--- config.mk ---
export PLATFORM = sky130hd
export DESIGN_NAME = cmt_txn_mgr
export DESIGN_NICKNAME = d
export VERILOG_FILES = /design/src/logic/cmt_classify_fix.sv /design/src/inc/cmt_pkg.sv /design/src/logic/cmt_txn_mgr.sv /design/src/logic/cmt_classify.sv /design/src/logic/cmt_txn_table.sv
export VERILOG_INCLUDE_DIRS = /design/src /design/src/inc
export SDC_FILE = /design/constraint.sdc
export NUM_CORES = 2
export LEC_CHECK = 0
export BUFFER_PORTS_ARGS = -buffer_cell sky130_fd_sc_hd__buf_2
export CAP_MARGIN = 20
export CORE_MARGIN = 2
export CORE_UTILIZATION = 61
export CTS_CLUSTER_DIAMETER = 120
export DETAILED_ROUTE_END_ITERATION = 12
export GPL_ROUTABILITY_DRIVEN = 1
export PLACE_DENSITY = 0.82
export SYNTH_ARGS = -nofsm -noshare
export SYNTH_HDL_FRONTEND = slang
export SYNTH_SLANG_ARGS = --single-unit
--- constraint.sdc ---
create_clock -name core_clk -period 7.6 [get_ports core_clk]
set_input_delay 2.28 -clock core_clk [delete_from_list [all_inputs] [get_ports core_clk]]
set_output_delay 2.28 -clock core_clk [all_outputs]
set_load 0.03 [all_outputs]
--- src/inc/cmt_consts.svh ---
// message codes, answer fields and timing counts of the transaction manager
`ifndef CMT_CONSTS_SVH
`define CMT_CONSTS_SVH
`define CMT_NTF_REQ          8'h02
`define CMT_NTF_RSP          8'h03
`define CMT_NTF_ERR          8'h83
`define CMT_REG_XCHG_REQ     8'h10
`define CMT_MASK_WR_REQ      8'h12
`define CMT_RSP_BIT          8'h01
`define CMT_ERR_MARK         8'h81
`define CMT_ERR_LEN          16'h0003
`define CMT_REG_XCHG_RSP_LEN 16'h000b
`define CMT_MASK_WR_RSP_LEN  16'h0007
`define CMT_RC_OK            8'h00
`define CMT_RC_UNSUP         8'h01
`define CMT_TID_IGNORE       16'h0000
`define CMT_TID_FIRST        16'h0001
`define CMT_W8               2'h0
`define CMT_W16              2'h1
`define CMT_MASK8            32'h000000ff
`define CMT_MASK16           32'h0000ffff
`define CMT_MASK32           32'hffffffff
`define CMT_NTF_TMO_NS       1000000
`define CMT_CLK_MHZ          250
`define CMT_TMO_EXT_CYC      1024
`endif

--- src/logic/cmt_classify_fix.sv ---
// (intentionally empty)

--- src/inc/cmt_pkg.sv ---
// shared types of the control message transaction manager
package cmt_pkg;
  localparam int unsigned CMT_SESS_W = 2;
  localparam int unsigned CMT_NSESS  = 1 << CMT_SESS_W;
  localparam int unsigned CMT_TID_W  = 16;
  localparam int unsigned CMT_ADDR_W = 16;
  localparam int unsigned CMT_DATA_W = 32;

  typedef enum logic [2:0] {
    CMT_S_IDLE = 3'b001,
    CMT_S_EXEC = 3'b010,
    CMT_S_RESP = 3'b100
  } cmt_state_t;

  typedef enum logic [1:0] {
    CMT_K_UNSUP   = 2'h0,
    CMT_K_REG_XCH = 2'h1,
    CMT_K_MASK_WR = 2'h2,
    CMT_K_NTF_ANS = 2'h3
  } cmt_kind_t;

  typedef struct packed {
    logic [CMT_SESS_W-1:0] session;
    logic [7:0]            code;
    logic [CMT_TID_W-1:0]  tid;
    logic [CMT_TID_W-1:0]  ptid;
    logic                  pkt_first;
    logic                  msg_last;
    logic                  suppress;
    logic                  fifo_mode;
    logic                  write;
    logic [1:0]            width;
    logic [CMT_ADDR_W-1:0] addr;
    logic [CMT_DATA_W-1:0] data;
    logic [CMT_DATA_W-1:0] mask;
  } cmt_msg_t;

  typedef struct packed {
    logic [CMT_SESS_W-1:0] session;
    logic [7:0]            code;
    logic [CMT_TID_W-1:0]  tid;
    logic [15:0]           len;
    logic [7:0]            ret;
    logic [CMT_DATA_W-1:0] data;
  } cmt_rsp_t;

  typedef struct packed {
    logic [CMT_SESS_W-1:0] session;
    logic [7:0]            code;
    logic [CMT_TID_W-1:0]  tid;
    logic [CMT_DATA_W-1:0] evt;
  } cmt_ntf_t;
endpackage

--- src/logic/cmt_txn_mgr.sv ---
// control message transaction manager: register messages, notify transactions, errors
`timescale 1ns/10ps
`include "cmt_consts.svh"
module cmt_txn_mgr #(
  parameter int unsigned REG_WORDS   = 16,
  parameter int unsigned ENTRIES     = 4,
  parameter int unsigned CNT_W       = 32,
  parameter int unsigned NTF_TMO_CYC = (`CMT_NTF_TMO_NS * `CMT_CLK_MHZ + 999) / 1000,
  parameter int unsigned TMO_EXT_CYC = `CMT_TMO_EXT_CYC
) (
  input  logic                          core_clk,
  input  logic                          rst,
  input  logic                          core_ce,
  input  logic                          rx_valid,
  input  cmt_pkg::cmt_msg_t             rx_msg,
  output logic                          rx_ready,
  output logic                          rsp_valid,
  output cmt_pkg::cmt_rsp_t             rsp,
  input  logic                          rsp_ready,
  input  logic                          ntf_req,
  input  logic [cmt_pkg::CMT_SESS_W-1:0] ntf_session,
  input  logic [cmt_pkg::CMT_DATA_W-1:0] ntf_event,
  output logic                          ntf_ack,
  output logic                          ntf_valid,
  output cmt_pkg::cmt_ntf_t             ntf,
  input  logic [cmt_pkg::CMT_NSESS-1:0] sess_lost,
  output logic                          fifo_wr,
  output logic [cmt_pkg::CMT_DATA_W-1:0] fifo_data,
  output logic                          ntf_timeout,
  output logic                          late_rsp,
  output logic [ENTRIES-1:0]            ntf_open,
  output logic [CNT_W-1:0]              tmo_lim
);
  import cmt_pkg::*;
  localparam int unsigned IDX_W = (ENTRIES > 1) ? $clog2(ENTRIES) : 1;
  localparam int unsigned RW_W  = (REG_WORDS > 1) ? $clog2(REG_WORDS) : 1;

  cmt_state_t            st_q;
  cmt_msg_t              m_q;
  cmt_kind_t             kind;
  cmt_rsp_t              rsp_q;
  cmt_ntf_t              ntf_q;
  logic [7:0]            rsp_code;
  logic [7:0]            err_code;
  logic [CMT_DATA_W-1:0] regs_q [REG_WORDS];
  logic [CMT_ADDR_W-1:0] beat_q;
  logic [CMT_ADDR_W-1:0] waddr;
  logic [CMT_TID_W-1:0]  ptid_q;
  logic [CMT_TID_W-1:0]  eff_tid;
  logic [RW_W-1:0]       widx;
  logic [CMT_DATA_W-1:0] wm;
  logic [CMT_DATA_W-1:0] wdata;
  logic [CMT_DATA_W-1:0] mwr_val;
  logic [CMT_DATA_W-1:0] rev;
  logic                  in_rng;
  logic                  lost_now;
  logic                  exec;
  logic                  give_rsp;
  logic                  take;
  logic                  rx_ready_q;
  logic                  rsp_valid_q;
  logic                  fifo_wr_q;
  logic [CMT_DATA_W-1:0] fifo_data_q;
  logic                  ntf_valid_q;
  logic                  ntf_ack_q;
  logic                  ntf_timeout_q;
  logic                  late_q;
  logic [CNT_W-1:0]      tmo_lim_q;
  logic [ENTRIES-1:0]    busy;
  logic [ENTRIES-1:0]    expd;
  logic [IDX_W-1:0]      ridx;
  logic [IDX_W-1:0]      fidx;
  logic [IDX_W-1:0]      aidx;
  logic [CMT_SESS_W-1:0] asess;
  logic [CMT_TID_W-1:0]  tid_q [CMT_NSESS];
  logic [CMT_DATA_W-1:0] ev_q [ENTRIES];
  logic [CMT_SESS_W-1:0] es_q [ENTRIES];
  logic                  retry;
  logic                  new_go;
  logic                  alloc;
  logic                  close;
  logic                  hit;

  function automatic logic [CMT_DATA_W-1:0] width_mask(input logic [1:0] w);
    case (w)
      `CMT_W8:  width_mask = `CMT_MASK8;
      `CMT_W16: width_mask = `CMT_MASK16;
      default:  width_mask = `CMT_MASK32;
    endcase
  endfunction

  function automatic logic [IDX_W-1:0] low_idx(input logic [ENTRIES-1:0] v);
    low_idx = '0;
    for (int i = ENTRIES - 1; i >= 0; i--)
    begin
      if (v[i])
        low_idx = IDX_W'(i);
    end
  endfunction

  cmt_classify u_cls (
    .code     (m_q.code),
    .kind     (kind),
    .rsp_code (rsp_code),
    .err_code (err_code)
  );

  assign take     = core_ce && rx_valid && rx_ready_q;
  assign exec     = core_ce && st_q == CMT_S_EXEC;
  assign lost_now = sess_lost[m_q.session];
  assign eff_tid  = (m_q.tid != `CMT_TID_IGNORE) ? m_q.tid : ptid_q;
  // fifo mode keeps the address fixed; a plain burst walks one word per beat
  assign waddr    = m_q.fifo_mode ? m_q.addr : CMT_ADDR_W'(m_q.addr + beat_q);
  assign widx     = waddr[RW_W-1:0];
  assign in_rng   = 32'(waddr) < REG_WORDS;
  assign wm       = width_mask(m_q.width);
  assign wdata    = m_q.data & wm;
  // one-cycle merge: no other writer can slip between read and write
  assign mwr_val  = (regs_q[widx] & ~(m_q.mask & wm)) | (wdata & m_q.mask);

  always_comb
  begin
    give_rsp = 1'b0;
    if (m_q.msg_last && !lost_now)
      case (kind)
        CMT_K_REG_XCH, CMT_K_MASK_WR: give_rsp = !m_q.suppress;
        CMT_K_UNSUP:                  give_rsp = 1'b1;
        default:                      give_rsp = 1'b0;
      endcase
  end

  always_ff @(posedge core_clk)
  begin
    if (rst)
      st_q <= CMT_S_IDLE;
    else if (core_ce)
      case (st_q)
        CMT_S_IDLE: if (take) st_q <= CMT_S_EXEC;
        CMT_S_EXEC: st_q <= give_rsp ? CMT_S_RESP : CMT_S_IDLE;
        CMT_S_RESP: if (rsp_ready || lost_now) st_q <= CMT_S_IDLE;
        default:    st_q <= CMT_S_IDLE;
      endcase
  end

  always_ff @(posedge core_clk)
  begin
    if (rst)
      rx_ready_q <= 1'b0;
    else if (core_ce)
      case (st_q)
        CMT_S_IDLE: rx_ready_q <= !take;
        CMT_S_EXEC: rx_ready_q <= !give_rsp;
        CMT_S_RESP: rx_ready_q <= rsp_ready || lost_now;
        default:    rx_ready_q <= 1'b0;
      endcase
  end

  always_ff @(posedge core_clk)
  begin
    if (rst)
    begin
      m_q    <= '0;
      ptid_q <= '0;
    end
    else if (take)
    begin
      m_q <= rx_msg;
      if (rx_msg.pkt_first)
        ptid_q <= rx_msg.ptid;
    end
  end

  always_ff @(posedge core_clk)
  begin
    if (rst)
      beat_q <= '0;
    else if (exec)
      beat_q <= m_q.msg_last ? '0 : CMT_ADDR_W'(beat_q + 1'b1);
  end

  for (genvar g = 0; g < REG_WORDS; g++)
  begin : g_reg
    always_ff @(posedge core_clk)
    begin
      if (rst)
        regs_q[g] <= '0;
      else if (exec && in_rng && widx == RW_W'(g))
      begin
        if (kind == CMT_K_MASK_WR)
          regs_q[g] <= mwr_val;
        else if (kind == CMT_K_REG_XCH && m_q.write && !m_q.fifo_mode)
          regs_q[g] <= (regs_q[g] & ~wm) | wdata;
      end
    end
  end

  always_ff @(posedge core_clk)
  begin
    if (rst)
    begin
      fifo_wr_q   <= 1'b0;
      fifo_data_q <= '0;
    end
    else if (core_ce)
    begin
      fifo_wr_q <= exec && kind == CMT_K_REG_XCH && m_q.write && m_q.fifo_mode;
      if (exec && kind == CMT_K_REG_XCH && m_q.write && m_q.fifo_mode)
        fifo_data_q <= wdata;
    end
  end

  always_ff @(posedge core_clk)
  begin
    if (rst)
    begin
      rsp_valid_q <= 1'b0;
      rsp_q       <= '0;
    end
    else if (exec)
    begin
      rsp_valid_q   <= give_rsp;
      rsp_q.session <= m_q.session;
      rsp_q.tid     <= eff_tid;
      if (kind == CMT_K_UNSUP)
      begin
        rsp_q.code <= err_code;
        rsp_q.len  <= `CMT_ERR_LEN;
        rsp_q.ret  <= `CMT_RC_UNSUP;
        rsp_q.data <= '0;
      end
      else
      begin
        rsp_q.code <= rsp_code;
        rsp_q.len  <= (kind == CMT_K_REG_XCH) ? `CMT_REG_XCHG_RSP_LEN : `CMT_MASK_WR_RSP_LEN;
        rsp_q.ret  <= `CMT_RC_OK;
        rsp_q.data <= (kind == CMT_K_REG_XCH && !m_q.write && in_rng) ? regs_q[widx] & wm : '0;
      end
    end
    else if (core_ce && st_q == CMT_S_RESP && (rsp_ready || lost_now))
      rsp_valid_q <= 1'b0;
  end

  // notify side: retry of an expired entry wins over a new request
  assign ridx   = low_idx(expd);
  assign fidx   = low_idx(~busy);
  assign rev    = ev_q[ridx];
  assign retry  = core_ce && (|expd) && !sess_lost[es_q[ridx]];
  assign new_go = core_ce && !retry && ntf_req && !ntf_ack_q && !(&busy) &&
                  !sess_lost[ntf_session];
  assign alloc  = retry || new_go;
  assign aidx   = retry ? ridx : fidx;
  assign asess  = retry ? es_q[ridx] : ntf_session;
  assign close  = exec && kind == CMT_K_NTF_ANS;

  cmt_txn_table #(
    .ENTRIES (ENTRIES),
    .CNT_W   (CNT_W),
    .IDX_W   (IDX_W)
  ) u_tbl (
    .core_clk   (core_clk),
    .rst        (rst),
    .core_ce    (core_ce),
    .alloc      (alloc),
    .alloc_idx  (aidx),
    .alloc_sess (asess),
    .alloc_tid  (tid_q[asess]),
    .close      (close),
    .close_sess (m_q.session),
    .close_tid  (eff_tid),
    .sess_lost  (sess_lost),
    .tmo_lim    (tmo_lim_q),
    .busy       (busy),
    .expd       (expd),
    .hit        (hit)
  );

  for (genvar s = 0; s < CMT_NSESS; s++)
  begin : g_sess
    always_ff @(posedge core_clk)
    begin
      if (rst || (core_ce && sess_lost[s]))
        tid_q[s] <= `CMT_TID_FIRST;
      else if (alloc && asess == CMT_SESS_W'(s))
        tid_q[s] <= (tid_q[s] == '1) ? `CMT_TID_FIRST : tid_q[s] + 1'b1;
    end
  end

  for (genvar e = 0; e < ENTRIES; e++)
  begin : g_pay
    always_ff @(posedge core_clk)
    begin
      if (rst)
      begin
        ev_q[e] <= '0;
        es_q[e] <= '0;
      end
      else if (new_go && fidx == IDX_W'(e))
      begin
        ev_q[e] <= ntf_event;
        es_q[e] <= ntf_session;
      end
    end
  end

  always_ff @(posedge core_clk)
  begin
    if (rst)
    begin
      ntf_valid_q   <= 1'b0;
      ntf_ack_q     <= 1'b0;
      ntf_timeout_q <= 1'b0;
      ntf_q         <= '0;
    end
    else if (core_ce)
    begin
      ntf_valid_q   <= alloc;
      ntf_ack_q     <= new_go;
      ntf_timeout_q <= retry;
      if (alloc)
      begin
        ntf_q.session <= asess;
        ntf_q.code    <= `CMT_NTF_REQ;
        ntf_q.tid     <= tid_q[asess];
        ntf_q.evt     <= retry ? rev : ntf_event;
      end
    end
  end

  // a late answer means the timeout was too tight, so later waits grow
  always_ff @(posedge core_clk)
  begin
    if (rst)
    begin
      late_q    <= 1'b0;
      tmo_lim_q <= CNT_W'(NTF_TMO_CYC);
    end
    else if (core_ce)
    begin
      late_q <= close && !hit;
      if (close && !hit)
        tmo_lim_q <= (tmo_lim_q > ~CNT_W'(TMO_EXT_CYC)) ? '1 :
                     tmo_lim_q + CNT_W'(TMO_EXT_CYC);
    end
  end

  assign rx_ready    = rx_ready_q;
  assign rsp_valid   = rsp_valid_q;
  assign rsp         = rsp_q;
  assign fifo_wr     = fifo_wr_q;
  assign fifo_data   = fifo_data_q;
  assign ntf_valid   = ntf_valid_q;
  assign ntf         = ntf_q;
  assign ntf_ack     = ntf_ack_q;
  assign ntf_timeout = ntf_timeout_q;
  assign late_rsp    = late_q;
  assign ntf_open    = busy;
  assign tmo_lim     = tmo_lim_q;
endmodule

--- src/logic/cmt_classify.sv ---
// message code classifier and answer code builder
`timescale 1ns/10ps
`include "cmt_consts.svh"
module cmt_classify (
  input  logic [7:0]         code,
  output cmt_pkg::cmt_kind_t kind,
  output logic [7:0]         rsp_code,
  output logic [7:0]         err_code
);
  import cmt_pkg::*;
  always_comb
  begin
    rsp_code = code | `CMT_RSP_BIT;
    err_code = code | `CMT_ERR_MARK;
    case (code)
      `CMT_REG_XCHG_REQ: kind = CMT_K_REG_XCH;
      `CMT_MASK_WR_REQ:  kind = CMT_K_MASK_WR;
      `CMT_NTF_RSP,
      `CMT_NTF_ERR:      kind = CMT_K_NTF_ANS;
      default:           kind = CMT_K_UNSUP;
    endcase
  end
endmodule

--- src/logic/cmt_txn_table.sv ---
// table of open slave-initiated transactions, one timer per entry
`timescale 1ns/10ps
`include "cmt_consts.svh"
module cmt_txn_table #(
  parameter int unsigned ENTRIES = 4,
  parameter int unsigned CNT_W   = 32,
  parameter int unsigned IDX_W   = 2
) (
  input  logic                           core_clk,
  input  logic                           rst,
  input  logic                           core_ce,
  input  logic                           alloc,
  input  logic [IDX_W-1:0]               alloc_idx,
  input  logic [cmt_pkg::CMT_SESS_W-1:0] alloc_sess,
  input  logic [cmt_pkg::CMT_TID_W-1:0]  alloc_tid,
  input  logic                           close,
  input  logic [cmt_pkg::CMT_SESS_W-1:0] close_sess,
  input  logic [cmt_pkg::CMT_TID_W-1:0]  close_tid,
  input  logic [cmt_pkg::CMT_NSESS-1:0]  sess_lost,
  input  logic [CNT_W-1:0]               tmo_lim,
  output logic [ENTRIES-1:0]             busy,
  output logic [ENTRIES-1:0]             expd,
  output logic                           hit
);
  import cmt_pkg::*;
  logic [ENTRIES-1:0] m;
  logic [ENTRIES-1:0] msel;

  // an ignored identifier closes only the lowest-indexed open entry of the session
  assign msel = m & (~m + {{(ENTRIES-1){1'b0}}, 1'b1});
  assign hit  = |m;

  for (genvar g = 0; g < ENTRIES; g++)
  begin : g_ent
    logic                  v_q;
    logic [CMT_SESS_W-1:0] s_q;
    logic [CMT_TID_W-1:0]  t_q;
    logic [CNT_W-1:0]      c_q;
    assign busy[g] = v_q;
    assign m[g]    = v_q && s_q == close_sess &&
                     (close_tid == `CMT_TID_IGNORE || t_q == close_tid);
    assign expd[g] = v_q && c_q >= tmo_lim;
    always_ff @(posedge core_clk)
    begin
      if (rst)
      begin
        v_q <= 1'b0;
        s_q <= '0;
        t_q <= '0;
        c_q <= '0;
      end
      else if (core_ce)
      begin
        if (alloc && alloc_idx == IDX_W'(g))
        begin
          v_q <= 1'b1;
          s_q <= alloc_sess;
          t_q <= alloc_tid;
          c_q <= '0;
        end
        else if ((close && msel[g]) || sess_lost[s_q])
          v_q <= 1'b0;
        else if (v_q && !expd[g])
          c_q <= c_q + 1'b1;
      end
    end

  end
endmodule

==> flow_summary.json <==
{
  "status": "finished, final reports clean",
  "yosysUniqueCellTypes": 92,
  "synth_seq_area_share_pct": 52.5,
  "yosysWarnings": 0,
  "cts.sinks": 1238,
  "synth.avg_cell_area_sq_um": 9.39,
  "r2r-start": "tmo_lim[8]",
  "worstPathRequired_ps": 8100,
  "hold_viol_final": 0,
  "ios": 388,
  "fillers": 7300,
  "antenna_found_initial": 10,
  "grt_overflow": 0,
  "rsz0062_at_grt": "no",
  "gp_congestion": 1.01,
  "endpoint_kind": "flip-flop",
  "post_drt_wl_per_cell_um": 24.2,
  "layout.nets": 6973,
  "first_pass_iters": 8,
  "final_cell_mix": "nand2_1, nor2_1, edfxtp_1",
  "crit_arrival_ps": 6660,
  "slew_violations": 0,
  "cts_tree": "yes",
  "die_y_um": 320,
  "areaGrowthSynthToFinish_pct": 11.4,
  "cts.clk_slew.worst_paths_ps": 60,
  "startpoint": "tmo_lim[8]",
  "h-tree-depth": 4,
  "syn-cell-area_sq_um": 60800,
  "r2r_slack_ps": 1440,
  "cap_viol_max_count": 0,
  "cts_buffers": 132,
  "r2r_end": "tid_q[2][0]",
  "crit_type": "reg2reg",
  "post_cts_buffers": 0,
  "fin_worst_skew_ps": 47.9,
  "cts_max_path_buffers": 3,
  "rr_worst_depth": 14,
  "remaining_drc_errors": 0,
  "post-route-util_pct": 68.7,
  "die-area_sq_um": 102000,
  "cts_resized": 0,
  "synth_async_sr_flop_share_pct": 0,
  "max_clock_freq_ghz": 0.162,
  "num_vias": 52267,
  "min_period_ps": 6160,
  "leakagePower_nw": 25.0,
  "synth_seq_cells": 1238,
  "period_share_pct": 81.1,
  "worstMarginPinSlew_ps": 1160,
  "ys.flop_type": "edfxtp_1",
  "port_buffers": 361,
  "setup_tns_ps": 0,
  "die_w_um": 320,
  "grt_pass1_wl_um": 291000,
  "drt_iter0_drc": 7545,
  "hold_class": "reg2reg",
  "dp_hpwl_um": 126000,
  "peakVddDrop_uv": 191,
  "grt_usage_pct": 37.0,
  "power_density_nw_per_um2": 215,
  "ant_nets": 0,
  "critPathCapture": "tid_q[2][0]",
  "layout_commonest_cell": "nand2_1",
  "critPathMaxFanout": 16,
  "postCtsHoldBufs": 0,
  "vias_per_cell": 6.50,
  "initial_core_util_pct": 61.7,
  "finalSetupViolCount": 0,
  "grt_pass1_vias": 49865,
  "core_sq_um": 98600,
  "wl_um": 194000,
  "worstSetupStartpointType": "flip-flop",
  "synth_edf_count": 712,
  "row_count": 115,
  "root_buffer": "clkbuf_16",
  "drive_above_1_share_pct": 11.8,
  "grt_max_degree": 151,
  "insertion_delay_ps": 780,
  "synth_cells": 6476,
  "relSlewSlack_pct": 22.8
}
[final cells by class]
cell class              instances  area, sq um  share of cell area, %
diodes                          7         17.5                 0.0259
clock buffers                 184         3720                   5.49
clock inverters                55          448                  0.661
inverters                     133          499                  0.737
multi-input cells            4662        26800                   39.6
flip-flops and latches       1238        31900                   47.1
well taps                    1287         1610                   2.38
repair buffers                472         2710                   4.00
[cells in the mapped netlist (all sizes together) (6+ instances only)]
cell	n	area share (%)
nand2	1068	6.6
nor2	920	5.7
edfxtp	712	35
dfxtp	526	17
a21oi	453	3.8
nand3	363	3.0
clkbuf	360	2.2
ha	160	3.3
and2	148	1.5
nor3	142	1.2
xnor2	132	1.9
inv	131	0.81
xor2	120	1.7
buf	108	1.0
and3	102	1.1
mux2i	101	1.7
nand4	96	1.0
o21ai	89	0.74
o22a	85	1.3
a311oi	84	1.2
a31oi	82	0.84
o32ai	81	1.2
a211oi	63	0.79
nor4	41	0.47
mux2	35	0.65
a22o	33	0.48
o211ai	26	0.33
and4	23	0.33
nand2b	19	0.20
o211a	16	0.26
a21o	13	0.16
nor3b	11	0.14
or3	11	0.12
a211o	10	0.14
nor2b	9	0.093
o21a	9	0.11
or4	8	0.11
a21boi	7	0.10
o31ai	7	0.10
mux4	6	0.22
o21bai	6	0.074
o22ai	6	0.062
or2	6	0.062
[metrics by stage]
stage	setup slack [ps]	hold slack [ps]	instances	area (sq um)	total power, mW
finish	1440	452	8038	67800	14.6
global route	1160	470	8033	67700	14.9
CTS	1610	453	8029	67700	14.5
detailed placement	1410	445	7790	63500	8.39
global placement	1600	441	7790	63500	8.36
floorplan	1080	436	6501	60900	8.02
[how the worst min path moves through the flow]
| stage | from | to | slack, ps | cells after the start |
|---|---|---|---|---|
| final | rsp[78] | rsp[78] | 450 | 2 |
| after global routing | m_q[24] | m_q[24] | 470 | 2 |
| after CTS | rsp[78] | rsp[78] | 450 | 2 |
| after detailed placement | rsp[78] | rsp[78] | 450 | 2 |
| after global placement | rsp[32] | rsp[32] | 440 | 2 |
| after floorplan | m_q[84] | m_q[84] | 440 | 2 |
[layer usage]
metal  share of wire (%)  vias up  global-route usage [%]  wire [um]
met5               0.032        -                       0         62
met1                  36    24743                    46.2      70200
met3                  13      785                    10.5      24700
met2                  45     3451                    58.0      87500
li1                    -    23278                       -          -
met4                 6.1       10                    20.7      11800
[where the power goes]
part	total [mW]	internal (mW)	leakage, nW	switching [mW]
Combinational	0.927	0.261	11.3	0.666
Clock	6.28	3.57	2.05	2.71
Sequential	7.36	7.25	11.6	0.110
[cell families after synthesis]
family                     Yosys count  synth area share, %
and+or+nand+nor                   2979                 21.7
DFF                               1238                 52.5
AOI/OAI and AO/OA                 1102                 12.3
buffers and inverters              601                 4.07
xor gates and xnor gates           252                 3.63
adders and majority gates          161                 3.32
muxes                              142                 2.53
other                                1              0.00617
[worst max-delay path: stages, from the launching register on]
cell and delay [ps]:
dfxtp_1 310, inv_1 490, buf_4 350, ha_1 280, and4_1 220, a221oi_1 290, a211oi_1 170, o31ai_2 680
o21ai_1 310, o311a_1 220, a32o_1 250, or4_1 830, nand3_1 450, nand4_2 510, or3b_1 530
No activity file was read; power rests on OpenSTA's default activity.
